**config.mk**
```make
export PLATFORM = sky130hd
export DESIGN_NAME = sfpc_top
export DESIGN_NICKNAME = d
export VERILOG_FILES = /design/src/sfpc_latch_mem.v /design/src/sfpc_op_timer.v /design/src/sfpc_top.v
export VERILOG_INCLUDE_DIRS = /design/src
export SDC_FILE = /design/constraint.sdc
export NUM_CORES = 1
export LEC_CHECK = 0
export BUFFER_PORTS_ARGS = -buffer_cell sky130_fd_sc_hd__buf_2
export CAP_MARGIN = 20
export CORE_ASPECT_RATIO = 2
export CORE_UTILIZATION = 55
export DETAILED_ROUTE_END_ITERATION = 6
export GPL_TIMING_DRIVEN = 0
export PLACE_DENSITY = 0.73
export SYNTH_ARGS = -nofsm -noshare
export SYNTH_HDL_FRONTEND = slang
export SYNTH_SLANG_ARGS = --single-unit
```
**constraint.sdc**
```tcl
create_clock -name clk -period 4.9 [get_ports clk]
set_clock_uncertainty 0.1 [all_clocks]
set_input_delay 0.98 -clock clk [delete_from_list [all_inputs] [get_ports clk]]
set_output_delay 0.98 -clock clk [all_outputs]
set_load 0.03 [all_outputs]
```
**src/sfpc_regs.vh**
```
// Summary of operation
// erase always clears one whole row of 32 words, 96 bytes
// low table read and write reach word bits 15:0, word or byte size
// high table read and write reach word bits 23:16, word or byte size
// table address is page register bits 7:0 joined to 16-bit effective address
// each panel holds 128 rows, 4K words of 24 bits
// software updates page register whenever a panel boundary is crossed
// each panel has 32 word latches, filled in ascending order
// latch group starts at an address aligned to 32 words
// table write only updates a latch, no stall
// each row programmed needs its own programming cycle
// address low captures effective address 15:0 of last table instruction
// address upper captures effective address 23:16 of last table instruction
// key register is write only; 0x55 then 0xaa unlocks one cycle; the code keeps it unlocked until the next register write
// both address registers are directly writable by software
// program or erase lasts nominally 2 ms with core stalled throughout
// control bit 15 starts the operation, cleared by hardware at end
// control register selects erase or program, memory type and start
// software sets row operation and write enable before starting
// start ignored unless key pair came just before; key then disarmed
// start ignored unless write enable already set
`ifndef SFPC_REGS_VH
`define SFPC_REGS_VH
`define SFPC_OFS_CTRL 3'h0
`define SFPC_OFS_ADR_LO 3'h1
`define SFPC_OFS_ADR_UP 3'h2
`define SFPC_OFS_KEY 3'h3
`define SFPC_OFS_PAGE 3'h4
`define SFPC_CTRL_WR 15
`define SFPC_CTRL_WRITE_ENABLE_BIT 14
`define SFPC_CTRL_ERR 13
`define SFPC_CTRL_ERASE 6
`define SFPC_CTRL_OP_HI 3
`define SFPC_CTRL_OP_LO 0
`define SFPC_OP_ROW 4'h1
`define SFPC_CTRL_RESET 16'h0000
`define SFPC_ADR_RESET 16'h0000
`define SFPC_KEY_FIRST 8'h55
`define SFPC_KEY_SECOND 8'haa
`define SFPC_ROW_WORDS 32
`define SFPC_ROWS_PER_PANEL 128
`define SFPC_OP_TIME_US 17'd2000
`define SFPC_CLK_MHZ 17'd40
`define SFPC_OP_CYCLES (`SFPC_OP_TIME_US * `SFPC_CLK_MHZ)
`endif

```
**src/sfpc_latch_mem.v**
```verilog
`timescale 1ns/1ps
module sfpc_latch_mem (
  clk,
  wr_en,
  wr_idx,
  wr_be,
  wr_data,
  rd_idx,
  rd_data
);
  input wire clk;
  input wire wr_en;
  input wire [4:0] wr_idx;
  input wire [2:0] wr_be;
  input wire [23:0] wr_data;
  input wire [4:0] rd_idx;
  output wire [23:0] rd_data;
  genvar b;
  // per byte lane memory with registered read, one driver per lane
  generate
    for (b = 0; b < 3; b = b + 1) begin : g_lane
      reg [7:0] mem [0:31];
      reg [7:0] rd_r;
      always @(posedge clk) begin
        if (wr_en && wr_be[b]) begin
          mem[wr_idx] <= wr_data[b*8+7:b*8];
        end
        rd_r <= mem[rd_idx];
      end
      assign rd_data[b*8+7:b*8] = rd_r;
    end
  endgenerate
endmodule

```
**src/sfpc_op_timer.v**
```verilog
`timescale 1ns/1ps
module sfpc_op_timer #(
  parameter [16:0] CYCLES = 17'd80000
) (
  clk,
  rst_n,
  start,
  done
);
  input wire clk;
  input wire rst_n;
  input wire start;
  output reg done;
  reg [16:0] cnt_r;
  reg run_r;
  always @(posedge clk or negedge rst_n) begin
    if (!rst_n) begin
      cnt_r <= 17'h00000;
      run_r <= 1'b0;
      done <= 1'b0;
    end else begin
      done <= 1'b0;
      if (start) begin
        cnt_r <= CYCLES - 17'd1;
        run_r <= 1'b1;
      end else if (run_r) begin
        if (cnt_r == 17'h00000) begin
          run_r <= 1'b0;
          done <= 1'b1;
        end else begin
          cnt_r <= cnt_r - 17'd1;
        end
      end
    end
  end
endmodule

```
**src/sfpc_top.v**
```verilog
`timescale 1ns/1ps
`include "sfpc_regs.vh"
module sfpc_top #(
  parameter [16:0] OP_CYCLES = `SFPC_OP_CYCLES
) (
  clk,
  rst_n,
  reg_addr,
  reg_wdata,
  reg_wr,
  reg_rd,
  reg_rdata,
  tbl_valid,
  tbl_write,
  tbl_high,
  tbl_byte,
  tbl_ea,
  tbl_wdata,
  tbl_rdata,
  tbl_rvalid,
  cpu_stall,
  arr_addr,
  arr_rd,
  arr_rdata,
  arr_erase,
  arr_wr,
  arr_wdata
);
  input wire clk;
  input wire rst_n;
  input wire [2:0] reg_addr;
  input wire [15:0] reg_wdata;
  input wire reg_wr;
  input wire reg_rd;
  output reg [15:0] reg_rdata;
  input wire tbl_valid;
  input wire tbl_write;
  input wire tbl_high;
  input wire tbl_byte;
  input wire [15:0] tbl_ea;
  input wire [15:0] tbl_wdata;
  output reg [15:0] tbl_rdata;
  output reg tbl_rvalid;
  output wire cpu_stall;
  output reg [23:0] arr_addr;
  output reg arr_rd;
  input wire [23:0] arr_rdata;
  output reg arr_erase;
  output reg arr_wr;
  output wire [23:0] arr_wdata;

  localparam [2:0] ST_IDLE = 3'h0;
  localparam [2:0] ST_ERASE = 3'h1;
  localparam [2:0] ST_PROG = 3'h2;
  localparam [2:0] ST_WAIT = 3'h3;
  localparam [1:0] KEY_NONE = 2'h0;
  localparam [1:0] KEY_HALF = 2'h1;
  localparam [1:0] KEY_ARMED = 2'h2;

  reg [2:0] state_r;
  reg [2:0] state_nxt;
  reg [1:0] key_r;
  reg [1:0] key_nxt;
  reg wr_r;
  reg write_enable_bit_r;
  reg err_r;
  reg erase_r;
  reg [3:0] op_r;
  reg [15:0] adr_lo_r;
  reg [7:0] adr_up_r;
  reg [7:0] page_r;
  reg [4:0] idx_r;
  reg [4:0] idx_nxt;
  reg rd_pend_r;
  reg rd_high_r;
  reg rd_byte_r;
  reg rd_odd_r;
  reg start_ok;
  reg start_bad;
  reg tmr_start;
  reg [2:0] lat_be;
  reg [23:0] lat_data;
  wire tmr_done;
  wire busy;
  wire ctrl_wr;
  wire key_wr;
  wire tbl_go;
  wire lat_we;
  wire [23:0] tbl_full_addr;
  wire [23:0] lat_rd_data;

  assign busy = (state_r != ST_IDLE);
  // stall while busy
  assign cpu_stall = busy;
  assign ctrl_wr = reg_wr && (reg_addr == `SFPC_OFS_CTRL);
  assign key_wr = reg_wr && (reg_addr == `SFPC_OFS_KEY);
  assign tbl_go = tbl_valid && !busy;
  // page joins ea
  assign tbl_full_addr = {page_r, tbl_ea};
  // latch write only
  assign lat_we = tbl_go && tbl_write;
  assign arr_wdata = lat_rd_data;

  // lane select
  always @* begin
    lat_be = 3'h0;
    lat_data = 24'h000000;
    if (tbl_high) begin
      lat_data = {tbl_wdata[7:0], 16'h0000};
      lat_be = (tbl_byte && tbl_ea[0]) ? 3'h0 : 3'h4;
    end else if (tbl_byte) begin
      lat_data = {8'h00, tbl_wdata[7:0], tbl_wdata[7:0]};
      lat_be = tbl_ea[0] ? 3'h2 : 3'h1;
    end else begin
      lat_data = {8'h00, tbl_wdata};
      lat_be = 3'h3;
    end
  end

  // latch by word index
  sfpc_latch_mem u_latch (
    .clk(clk),
    .wr_en(lat_we),
    .wr_idx(tbl_ea[5:1]),
    .wr_be(lat_be),
    .wr_data(lat_data),
    .rd_idx(idx_r),
    .rd_data(lat_rd_data)
  );

  // nominal op time
  sfpc_op_timer #(
    .CYCLES(OP_CYCLES)
  ) u_timer (
    .clk(clk),
    .rst_n(rst_n),
    .start(tmr_start),
    .done(tmr_done)
  );

  // start check
  always @* begin
    start_ok = 1'b0;
    start_bad = 1'b0;
    if (ctrl_wr && reg_wdata[`SFPC_CTRL_WR] && !busy) begin
      // row op select
      if ((key_r == KEY_ARMED) && write_enable_bit_r && (reg_wdata[3:0] == `SFPC_OP_ROW)) begin
        start_ok = 1'b1;
      end else begin
        start_bad = 1'b1;
      end
    end
  end

  // key sequence
  always @* begin
    key_nxt = key_r;
    if (reg_wr) begin
      if (key_wr && (reg_wdata[7:0] == `SFPC_KEY_FIRST)) begin
        key_nxt = KEY_HALF;
      end else if (key_wr && (key_r == KEY_HALF) &&
                   (reg_wdata[7:0] == `SFPC_KEY_SECOND)) begin
        key_nxt = KEY_ARMED;
      end else begin
        key_nxt = KEY_NONE;
      end
    end
  end

  always @* begin
    state_nxt = state_r;
    idx_nxt = idx_r;
    tmr_start = 1'b0;
    case (state_r)
      ST_IDLE: begin
        idx_nxt = 5'h00;
        if (start_ok) begin
          state_nxt = reg_wdata[`SFPC_CTRL_ERASE] ? ST_ERASE : ST_PROG;
        end
      end
      ST_ERASE: begin
        tmr_start = 1'b1;
        state_nxt = ST_WAIT;
      end
      // one row per cycle
      ST_PROG: begin
        idx_nxt = idx_r + 5'h01;
        if (idx_r == 5'h1f) begin
          tmr_start = 1'b1;
          state_nxt = ST_WAIT;
        end
      end
      ST_WAIT: begin
        if (tmr_done) begin
          state_nxt = ST_IDLE;
        end
      end
      default: begin
        state_nxt = ST_IDLE;
      end
    endcase
  end

  always @(posedge clk or negedge rst_n) begin
    if (!rst_n) begin
      state_r <= ST_IDLE;
      key_r <= KEY_NONE;
      idx_r <= 5'h00;
    end else begin
      state_r <= state_nxt;
      key_r <= key_nxt;
      idx_r <= idx_nxt;
    end
  end

  // control register
  always @(posedge clk or negedge rst_n) begin
    if (!rst_n) begin
      wr_r <= 1'b0;
      write_enable_bit_r <= 1'b0;
      err_r <= 1'b0;
      erase_r <= 1'b0;
      op_r <= 4'h0;
    end else begin
      if (ctrl_wr && !busy) begin
        write_enable_bit_r <= reg_wdata[`SFPC_CTRL_WRITE_ENABLE_BIT];
        erase_r <= reg_wdata[`SFPC_CTRL_ERASE];
        op_r <= reg_wdata[`SFPC_CTRL_OP_HI:`SFPC_CTRL_OP_LO];
        err_r <= reg_wdata[`SFPC_CTRL_ERR] | start_bad;
      end
      // self clearing start
      if (start_ok) begin
        wr_r <= 1'b1;
      end else if ((state_r == ST_WAIT) && tmr_done) begin
        wr_r <= 1'b0;
      end
    end
  end

  // address and page registers
  always @(posedge clk or negedge rst_n) begin
    if (!rst_n) begin
      adr_lo_r <= `SFPC_ADR_RESET;
      adr_up_r <= 8'h00;
      page_r <= 8'h00;
    end else begin
      if (tbl_go) begin
        // capture low ea
        adr_lo_r <= tbl_full_addr[15:0];
        // capture upper ea
        adr_up_r <= tbl_full_addr[23:16];
      end else if (reg_wr && !busy) begin
        // direct writes
        if (reg_addr == `SFPC_OFS_ADR_LO) begin
          adr_lo_r <= reg_wdata;
        end
        if (reg_addr == `SFPC_OFS_ADR_UP) begin
          adr_up_r <= reg_wdata[7:0];
        end
      end
      if (reg_wr && (reg_addr == `SFPC_OFS_PAGE)) begin
        page_r <= reg_wdata[7:0];
      end
    end
  end

  // array strobes and address
  always @(posedge clk or negedge rst_n) begin
    if (!rst_n) begin
      arr_addr <= 24'h000000;
      arr_rd <= 1'b0;
      arr_erase <= 1'b0;
      arr_wr <= 1'b0;
    end else begin
      arr_rd <= 1'b0;
      arr_erase <= 1'b0;
      // strobe in step with the latch word read at the same edge
      arr_wr <= (state_r == ST_PROG);
      if (tbl_go && !tbl_write) begin
        arr_rd <= 1'b1;
        arr_addr <= tbl_full_addr;
      end else if (state_r == ST_ERASE) begin
        // whole row erase
        arr_erase <= 1'b1;
        arr_addr <= {adr_up_r, adr_lo_r[15:6], 6'h00};
      end else if (state_r == ST_PROG) begin
        // row within panel
        arr_addr <= {adr_up_r, adr_lo_r[15:6], idx_r, 1'b0};
      end
    end
  end

  // table read return
  always @(posedge clk or negedge rst_n) begin
    if (!rst_n) begin
      rd_pend_r <= 1'b0;
      rd_high_r <= 1'b0;
      rd_byte_r <= 1'b0;
      rd_odd_r <= 1'b0;
      tbl_rdata <= 16'h0000;
      tbl_rvalid <= 1'b0;
    end else begin
      rd_pend_r <= arr_rd;
      if (tbl_go && !tbl_write) begin
        rd_high_r <= tbl_high;
        rd_byte_r <= tbl_byte;
        rd_odd_r <= tbl_ea[0];
      end
      tbl_rvalid <= rd_pend_r;
      if (rd_pend_r) begin
        if (rd_high_r) begin
          // high byte
          tbl_rdata <= (rd_byte_r && rd_odd_r) ? 16'h0000 : {8'h00, arr_rdata[23:16]};
        end else if (rd_byte_r) begin
          // low byte
          tbl_rdata <= {8'h00, rd_odd_r ? arr_rdata[15:8] : arr_rdata[7:0]};
        end else begin
          tbl_rdata <= arr_rdata[15:0];
        end
      end
    end
  end

  // register read port
  always @(posedge clk or negedge rst_n) begin
    if (!rst_n) begin
      reg_rdata <= 16'h0000;
    end else if (reg_rd) begin
      case (reg_addr)
        `SFPC_OFS_CTRL: begin
          reg_rdata <= {wr_r, write_enable_bit_r, err_r, 6'h00, erase_r, 2'h0, op_r};
        end
        `SFPC_OFS_ADR_LO: begin
          reg_rdata <= adr_lo_r;
        end
        `SFPC_OFS_ADR_UP: begin
          reg_rdata <= {8'h00, adr_up_r};
        end
        `SFPC_OFS_PAGE: begin
          reg_rdata <= {8'h00, page_r};
        end
        default: begin
          reg_rdata <= 16'h0000;
        end
      endcase
    end else begin
      reg_rdata <= 16'h0000;
    end
  end
endmodule

```
# ---- After elaboration in Yosys (flattened, before gate mapping)
# Memory sizes are Yosys's and may differ from the RTL's. A register that Yosys moved wholly into a read port is not among the register bits.
# Cells that the tools add are included.
dict set report word_totals {
  ff_bits 133
  ramBits 768
  input_bits 83
  out_inout_bits 85
  elab_cells 141
  mem_count 3
}
# memory words word_bits read_ports rd_clocked_by_memory_dff wr line_no
set memory_table {}
lappend memory_table {{u_latch.g_lane[0].mem} 32 8 1 1 1 sfpc_latch_mem.v:22} ;# reg [7:0] mem [0:31];
lappend memory_table {{u_latch.g_lane[1].mem} 32 8 1 1 1 sfpc_latch_mem.v:22}
lappend memory_table {{u_latch.g_lane[2].mem} 32 8 1 1 1 sfpc_latch_mem.v:22}
dict set report op_classes {
  n_addsub 2
  eq_ne 17
  mux 55
  bitwise 1
  reduce_logical 38
}
# operator n
set ops {}
lappend ops {{$mux W16} 7}
lappend ops {{$mux W24} 4}
lappend ops {{$pmux W16 S4} 1}
lappend ops {{$mux W17} 3}
lappend ops {{$mux W8} 5}
lappend ops {{$mux W1} 22}
lappend ops {{$logic_and A1 B1 Y1} 21}
lappend ops {{$logic_not A17 Y1} 1}
lappend ops {{$sub A17 B1 Y17 const B} 1}
lappend ops {{$mux W3} 5}
lappend ops {{$eq A3 B2 Y1 const B} 4}
lappend ops {{$pmux W3 S4} 1}
lappend ops {{$reduce_bool A2 Y1} 6}
lappend ops {{$mux W2} 5}
lappend ops {{$pmux W5 S2} 1}
lappend ops {{$eq A8 B7 Y1 const B} 1}
lappend ops {{$eq A8 B8 Y1 const B} 1}
lappend ops {{$eq A3 B1 Y1 const B} 2}
lappend ops {{$logic_not A3 Y1} 2}
lappend ops {{$ne A2 B2 Y1 const B} 3}
lappend ops {{$reduce_and A2 Y1} 3}
lappend ops {{$reduce_bool A3 Y1} 2}
lappend ops {{$add A5 B1 Y5 const B} 1}
lappend ops {{$eq A5 B5 Y1 const B} 1}
lappend ops {{other kinds (9)} 10}

# ---- Depth between registers and ports, before layout
dict set report logic_depth {
  word_depth 7
  mapped_depth 10
}

# ---- By module
# A second synthesis with hierarchy kept.
dict set report hier_totals {
  hier_cells 2480
  hier_area_um2 37496.0
}
# mod n_inst cells_each area_each_um2 seq_area_each_um2
set modules_own_cells {}
lappend modules_own_cells {sfpc_latch_mem 1 1821 30892.1 23542.6}
lappend modules_own_cells {sfpc_top 1 552 5574.1 2827.7}
lappend modules_own_cells {sfpc_op_timer 1 107 1029.7 475.5}

# ---- Least setup slack after synthesis
# OpenSTA, ideal clock, no wires.
dict set report synth_timing {
  path_kind {in2reg}
  startpoint {in tbl_byte}
  endpoint {mem u_latch.g_lane[1].mem[0][0] (data pin)}
  arrival_time_ns 2.299
  setup_slack_ns 2.150
  stages 3
  path_buffers 1
  path_cell_list {clkbuf_1 > mux2i_1 > nor2_1}
}
dict set report synth_between {
  elab_chain_cells 2
}
# item line_no
set synth_rtl {}
lappend synth_rtl {{from (decl)} sfpc_top.v:39} ;# input wire tbl_byte;
lappend synth_rtl {{$mux W16} sfpc_top.v:111} ;# end else if (tbl_byte) begin
lappend synth_rtl {{$mux W24} sfpc_top.v:108} ;# if (tbl_high) begin
lappend synth_rtl {{named net lat_data[8]} sfpc_top.v:82} ;# reg [23:0] lat_data;
lappend synth_rtl {{to (decl)} sfpc_latch_mem.v:22}
# The timed path passes the listed nets, and every way through them passes these cells.

# ---- Worst setup path in the final report
dict set report layout_timing {
  startpoint {reg state_r[1]}
  endpoint {mem u_latch.g_lane[2].mem[22][0], enable pin}
}
dict set report layout_between {
  elab_chain_cells 7
}
# item line_no
set layout_rtl {}
lappend layout_rtl {{from (decl)} sfpc_top.v:60} ;# reg [2:0] state_r;
lappend layout_rtl {{from (signal assigned)} sfpc_top.v:210} ;# state_r <= state_nxt;
lappend layout_rtl {{$reduce_bool A3 Y1} sfpc_top.v:92} ;# assign busy = (state_r != ST_IDLE);
lappend layout_rtl {{$logic_not A1 Y1} sfpc_top.v:97} ;# assign tbl_go = tbl_valid && !busy;
lappend layout_rtl {{$logic_and A1 B1 Y1} sfpc_top.v:97}
lappend layout_rtl {{$logic_and A1 B1 Y1} sfpc_top.v:101} ;# assign lat_we = tbl_go && tbl_write;
lappend layout_rtl {{$logic_and A1 B1 Y1} sfpc_latch_mem.v:25} ;# if (wr_en && wr_be[b]) begin
lappend layout_rtl {{$mux W1} sfpc_latch_mem.v:25}
lappend layout_rtl {{$mux W1 (not written as such)} sfpc_latch_mem.v:26} ;# mem[wr_idx] <= wr_data[b*8+7:b*8];
lappend layout_rtl {{to (decl)} sfpc_latch_mem.v:22}
# Every way passes these cells.

==> flow_summary_export.csv <==
group,metric,value,unit
status,run_status,"complete, no violations",
timing,finalSetupTns,0,ns
final_layout,layout.filler_cells,4518,
route,antenna_violating_nets_left,0,
route,finalWirelength,94880,um
synthesis,yosys_warnings,0,
timing,post-route-period-util,75.68,%
synthesis,syn_area,36100,um^2
route,drt_pass1_iterations,7,
cts,cts_root_buffer,"sky130_fd_sc_hd__clkbuf_16",
setup_path,r2r_end,"u_latch.g_lane[2].mem[22][0]",
run,cap_violations,0,
cts,cts.htree.levels,3,
timing,timing_max_transition_violations_final,0,
synthesis,ys_types,58,
route,dr_total_vias,20170,
final_layout,insertedDiodeCount,0,
route,detail_route.vias_per_cell,6.340,
cts,cts_tree,"yes",
synthesis,synth_edf_count,768,
setup_path,required_time_of_the_critical_path,5.06,ns
place,hpwlAfterDp,67360,um
pwr,power_per_cell_area,370.1,nW/um^2
cts,post_cts_hold_buffer_count,0,
die,ioPinCount,168,
global_routing,global_route.overflow_total,0,
setup_path,ff2ff_path_depth,7,
global_routing,grt.met2_usage,52.62,%
cts,postCtsResizedCells,0,
setup_path,reg2reg_slack,1.19,ns
final_layout,layout-area-overhead-vs-synth,13.58,%
die,die-width,183.2,um
route,route.detailed.wl_per_inst,29.83,um
die,rows,132,
global_routing,wire_length_of_the_first_global_routing_pass,138600,um
synthesis,dominantRegCellSynth,"sky130_fd_sc_hd__edfxtp_1",
final_layout,finish.utilization,63.33,%
cts,clkSlewWorstSetupHoldPaths,0.07,ns
place,placement.cell_area,38420,um^2
die,chipHeight,364.3,um
global_routing,globalRoute.busiestLayer,"met2",
pwr,total_power,15.17,mW
synthesis,synthesized_netlist_net_count,2078,
synthesis,ys_seq_elements,924,
final_layout,finalInstanceArea,41000,um^2
cts,clock_insertion_delay_worst_skew,0.66,ns
global_routing,grt_pass1_vias,21560,
timing,finalSetupViolCount,0,
cts,cts.repair_timing.setup_buffer_count,0,
final_layout,post_route_cells_drive_above_1_share,24.33,%
setup_path,critical_path.max_fanout,10,
synthesis,ys_async_sr_fraction,14.29,%
pwr,vdd.ir_drop.worst,0.2950,mV
timing,final_period_minus_worst_setup_slack,3.708,ns
timing,slew_headroom,18.78,%
die,floorplan.initialDensity,55.76,%
synthesis,synth.avg_cell_area,18.18,um^2
timing,tightestPinTransition,1.218,ns
global_routing,grt_start_max_net_pins,97,
cts,cts_num_sinks,924,
timing,max_freq,269.7,MHz
setup_path,critical_path.startpoint_type,"flop",
final_layout,fin_nets,2342,
setup_path,criticalPathCategory,"flop to flop",
timing,hold_viol_final,0,
setup_path,reg2reg_from,"state_r[1]",
worst_hold_path,min_path_type,"primary input to asynchronous set/reset pin",
timing,unrepaired_setup_endpoints_after_global_routing,"no",
die,floorplan.die_area,66730,um^2
synthesis,ys_seq_area_share,74.37,%
global_routing,number_of_antenna_violations_at_the_first_check_in_global_routing,0,
global_routing,global_routing_met1_resource_utilization,30.08,%
setup_path,kind_of_end_point_of_the_critical_path,"flop",
route,remaining_drc_errors,0,
pwr,power.leakage,12.35,nW
route,detail_route.iter0.violations,2142,
synthesis,syn_inst,1986,
global_routing,grt_util_all_layers,29.45,%
place,gp_routability_congestion,0.9455,
cts,cts_inserted_buffers,77,
die,coreArea,64740,um^2
cts,clockBufferDepth,3,
global_routing,global_route.usage.met3,5.072,%
setup_path,timing.critical_path.arrival,3.87,ns
place,place.port_buffers,161,
==> cell usage after synthesis, drive strengths merged (21+ instances only) <==
library cell    n  area share, %
edfxtp        768             64
mux4          192             12
nor2          136            1.4
dfrtp         132            9.2
nand2         102            1.1
o22ai          96            1.7
clkbuf         73           0.76
o21ai          65           0.90
mux2i          55            1.5
buf            44           0.64
nor4           30           0.54
nand3          25           0.35
dfxtp          24            1.3
nor2b          21           0.36
==> cell families (layout without fill, tap and decap cells) <==
group	Yosys count	count (layout)	share of synthesized area, %
AO/OA/AOI/OAI	239	239	4.062
multiplexers	264	264	14.03
flip-flops	924	924	74.37
adder cells (fa/ha/maj)	9	9	0.3119
AND/OR/NAND/NOR	413	413	5.601
XOR/XNOR	1	1	0.02427
buffers and inverters	136	460	1.601
==> sequential cells by signal, summed over array words and instances, names as in the netlist, 16 cells and up <==
name	count
u_latch.g_lane.mem	768
u_latch.g_lane.rd_r	24
tbl_rdata	16
arr_addr	24
reg_rdata	16
adr_lo_r	16
u_timer.cnt_r	17
==> area by class of cell <==
type / count / area, um^2 / area share, %
Tap cell: 871 / 1090 / 2.658
Inverter: 19 / 71.32 / 0.1739
Timing Repair Buffer: 185 / 1270 / 3.097
Sequential cell: 924 / 26850 / 65.48
Multi-Input combinational cell: 926 / 8716 / 21.26
Buffer: 117 / 506.7 / 1.236
Clock buffer: 96 / 2082 / 5.078
Clock inverter: 43 / 419.2 / 1.022
==> cells in the final DEF (no fill, tap or decap), types with 8 or more instances in the layout <==
master,synthesis,final
sky130_fd_sc_hd__o21ai_0,55,55
sky130_fd_sc_hd__clkbuf_16,0,81
sky130_fd_sc_hd__buf_4,8,8
sky130_fd_sc_hd__o31ai_1,8,8
sky130_fd_sc_hd__edfxtp_1,768,768
sky130_fd_sc_hd__clkbuf_1,73,87
sky130_fd_sc_hd__nor3_1,9,9
sky130_fd_sc_hd__nand3b_1,8,8
sky130_fd_sc_hd__nor4_1,29,29
sky130_fd_sc_hd__nand3_1,25,25
sky130_fd_sc_hd__a22oi_1,16,16
sky130_fd_sc_hd__ha_1,9,9
sky130_fd_sc_hd__nor2_1,136,128
sky130_fd_sc_hd__nor2b_2,0,8
sky130_fd_sc_hd__dfxtp_1,24,24
sky130_fd_sc_hd__and3_1,11,11
sky130_fd_sc_hd__o21ai_1,10,10
sky130_fd_sc_hd__buf_1,11,11
sky130_fd_sc_hd__o211ai_1,9,9
sky130_fd_sc_hd__nand2_1,102,102
sky130_fd_sc_hd__clkinv_2,0,11
sky130_fd_sc_hd__a21oi_1,20,20
sky130_fd_sc_hd__dfrtp_1,132,132
sky130_fd_sc_hd__clkinv_1,0,15
sky130_fd_sc_hd__and2_1,14,14
sky130_fd_sc_hd__mux4_2,192,192
sky130_fd_sc_hd__buf_8,0,16
sky130_fd_sc_hd__mux2i_1,55,55
sky130_fd_sc_hd__mux2_2,15,15
sky130_fd_sc_hd__o22ai_1,96,96
sky130_fd_sc_hd__buf_2,24,184
sky130_fd_sc_hd__inv_1,19,19
sky130_fd_sc_hd__or3_1,13,13
sky130_fd_sc_hd__nor2b_1,21,13
sky130_fd_sc_hd__o21a_1,8,8
sky130_fd_sc_hd__nor2_2,0,8
==> metrics by stage <==
stage / hold WS, ns / setup slack, ns / std cells
floorplan: 0.3268 / 2.150 / 1986
global placement: 0.2810 / 0.4951 / 3018
detailed placement: 0.2609 / 0.7822 / 3039
CTS: 0.1039 / 1.231 / 3178
global route: 0.1308 / 1.114 / 3181
finish: 0.1257 / 1.192 / 3181
==> power breakdown <==
group | switching [mW] | internal, mW
clock | 2.83 | 3.41
combinational | 0.264 | 0.109
sequential | 0.0261 | 8.53
total | 3.12 | 12.1
==> worst max-delay path, cell delays in order (launching register included) <==
cell and delay, ns:
sky130_fd_sc_hd__dfrtp_1 0.44, sky130_fd_sc_hd__inv_1 0.15, sky130_fd_sc_hd__ha_1 0.18, sky130_fd_sc_hd__and2_1 0.12, sky130_fd_sc_hd__clkbuf_1 0.43, sky130_fd_sc_hd__nand4_1 0.56
sky130_fd_sc_hd__clkbuf_1 0.50, sky130_fd_sc_hd__nor2_1 0.82
==> how the worst max path moves through the flow <==
stage	cells after the start	from	end	slack [ns]
floorplan	3	tbl_byte	u_latch.g_lane[1].mem[0][0]	2.15
global placement	4	tbl_byte	u_latch.g_lane[1].mem[20][1]	0.50
detailed placement	4	tbl_high	u_latch.g_lane[2].mem[17][3]	0.78
CTS	7	state_r[1]	u_latch.g_lane[2].mem[17][2]	1.23
global route	7	state_r[1]	u_latch.g_lane[0].mem[16][4]	1.11
finish	7	state_r[1]	u_latch.g_lane[2].mem[22][0]	1.19
==> layer usage <==
layer  wire length [um]  part of all wire [%]  up-vias
met5                  0                     0        -
met4               8331                   8.8        0
met3               5951                   6.3      288
met2              51040                    54     1072
met1              29560                    31    10350
li1                   -                     -     8456
Power figures use the tool's default switching activity.
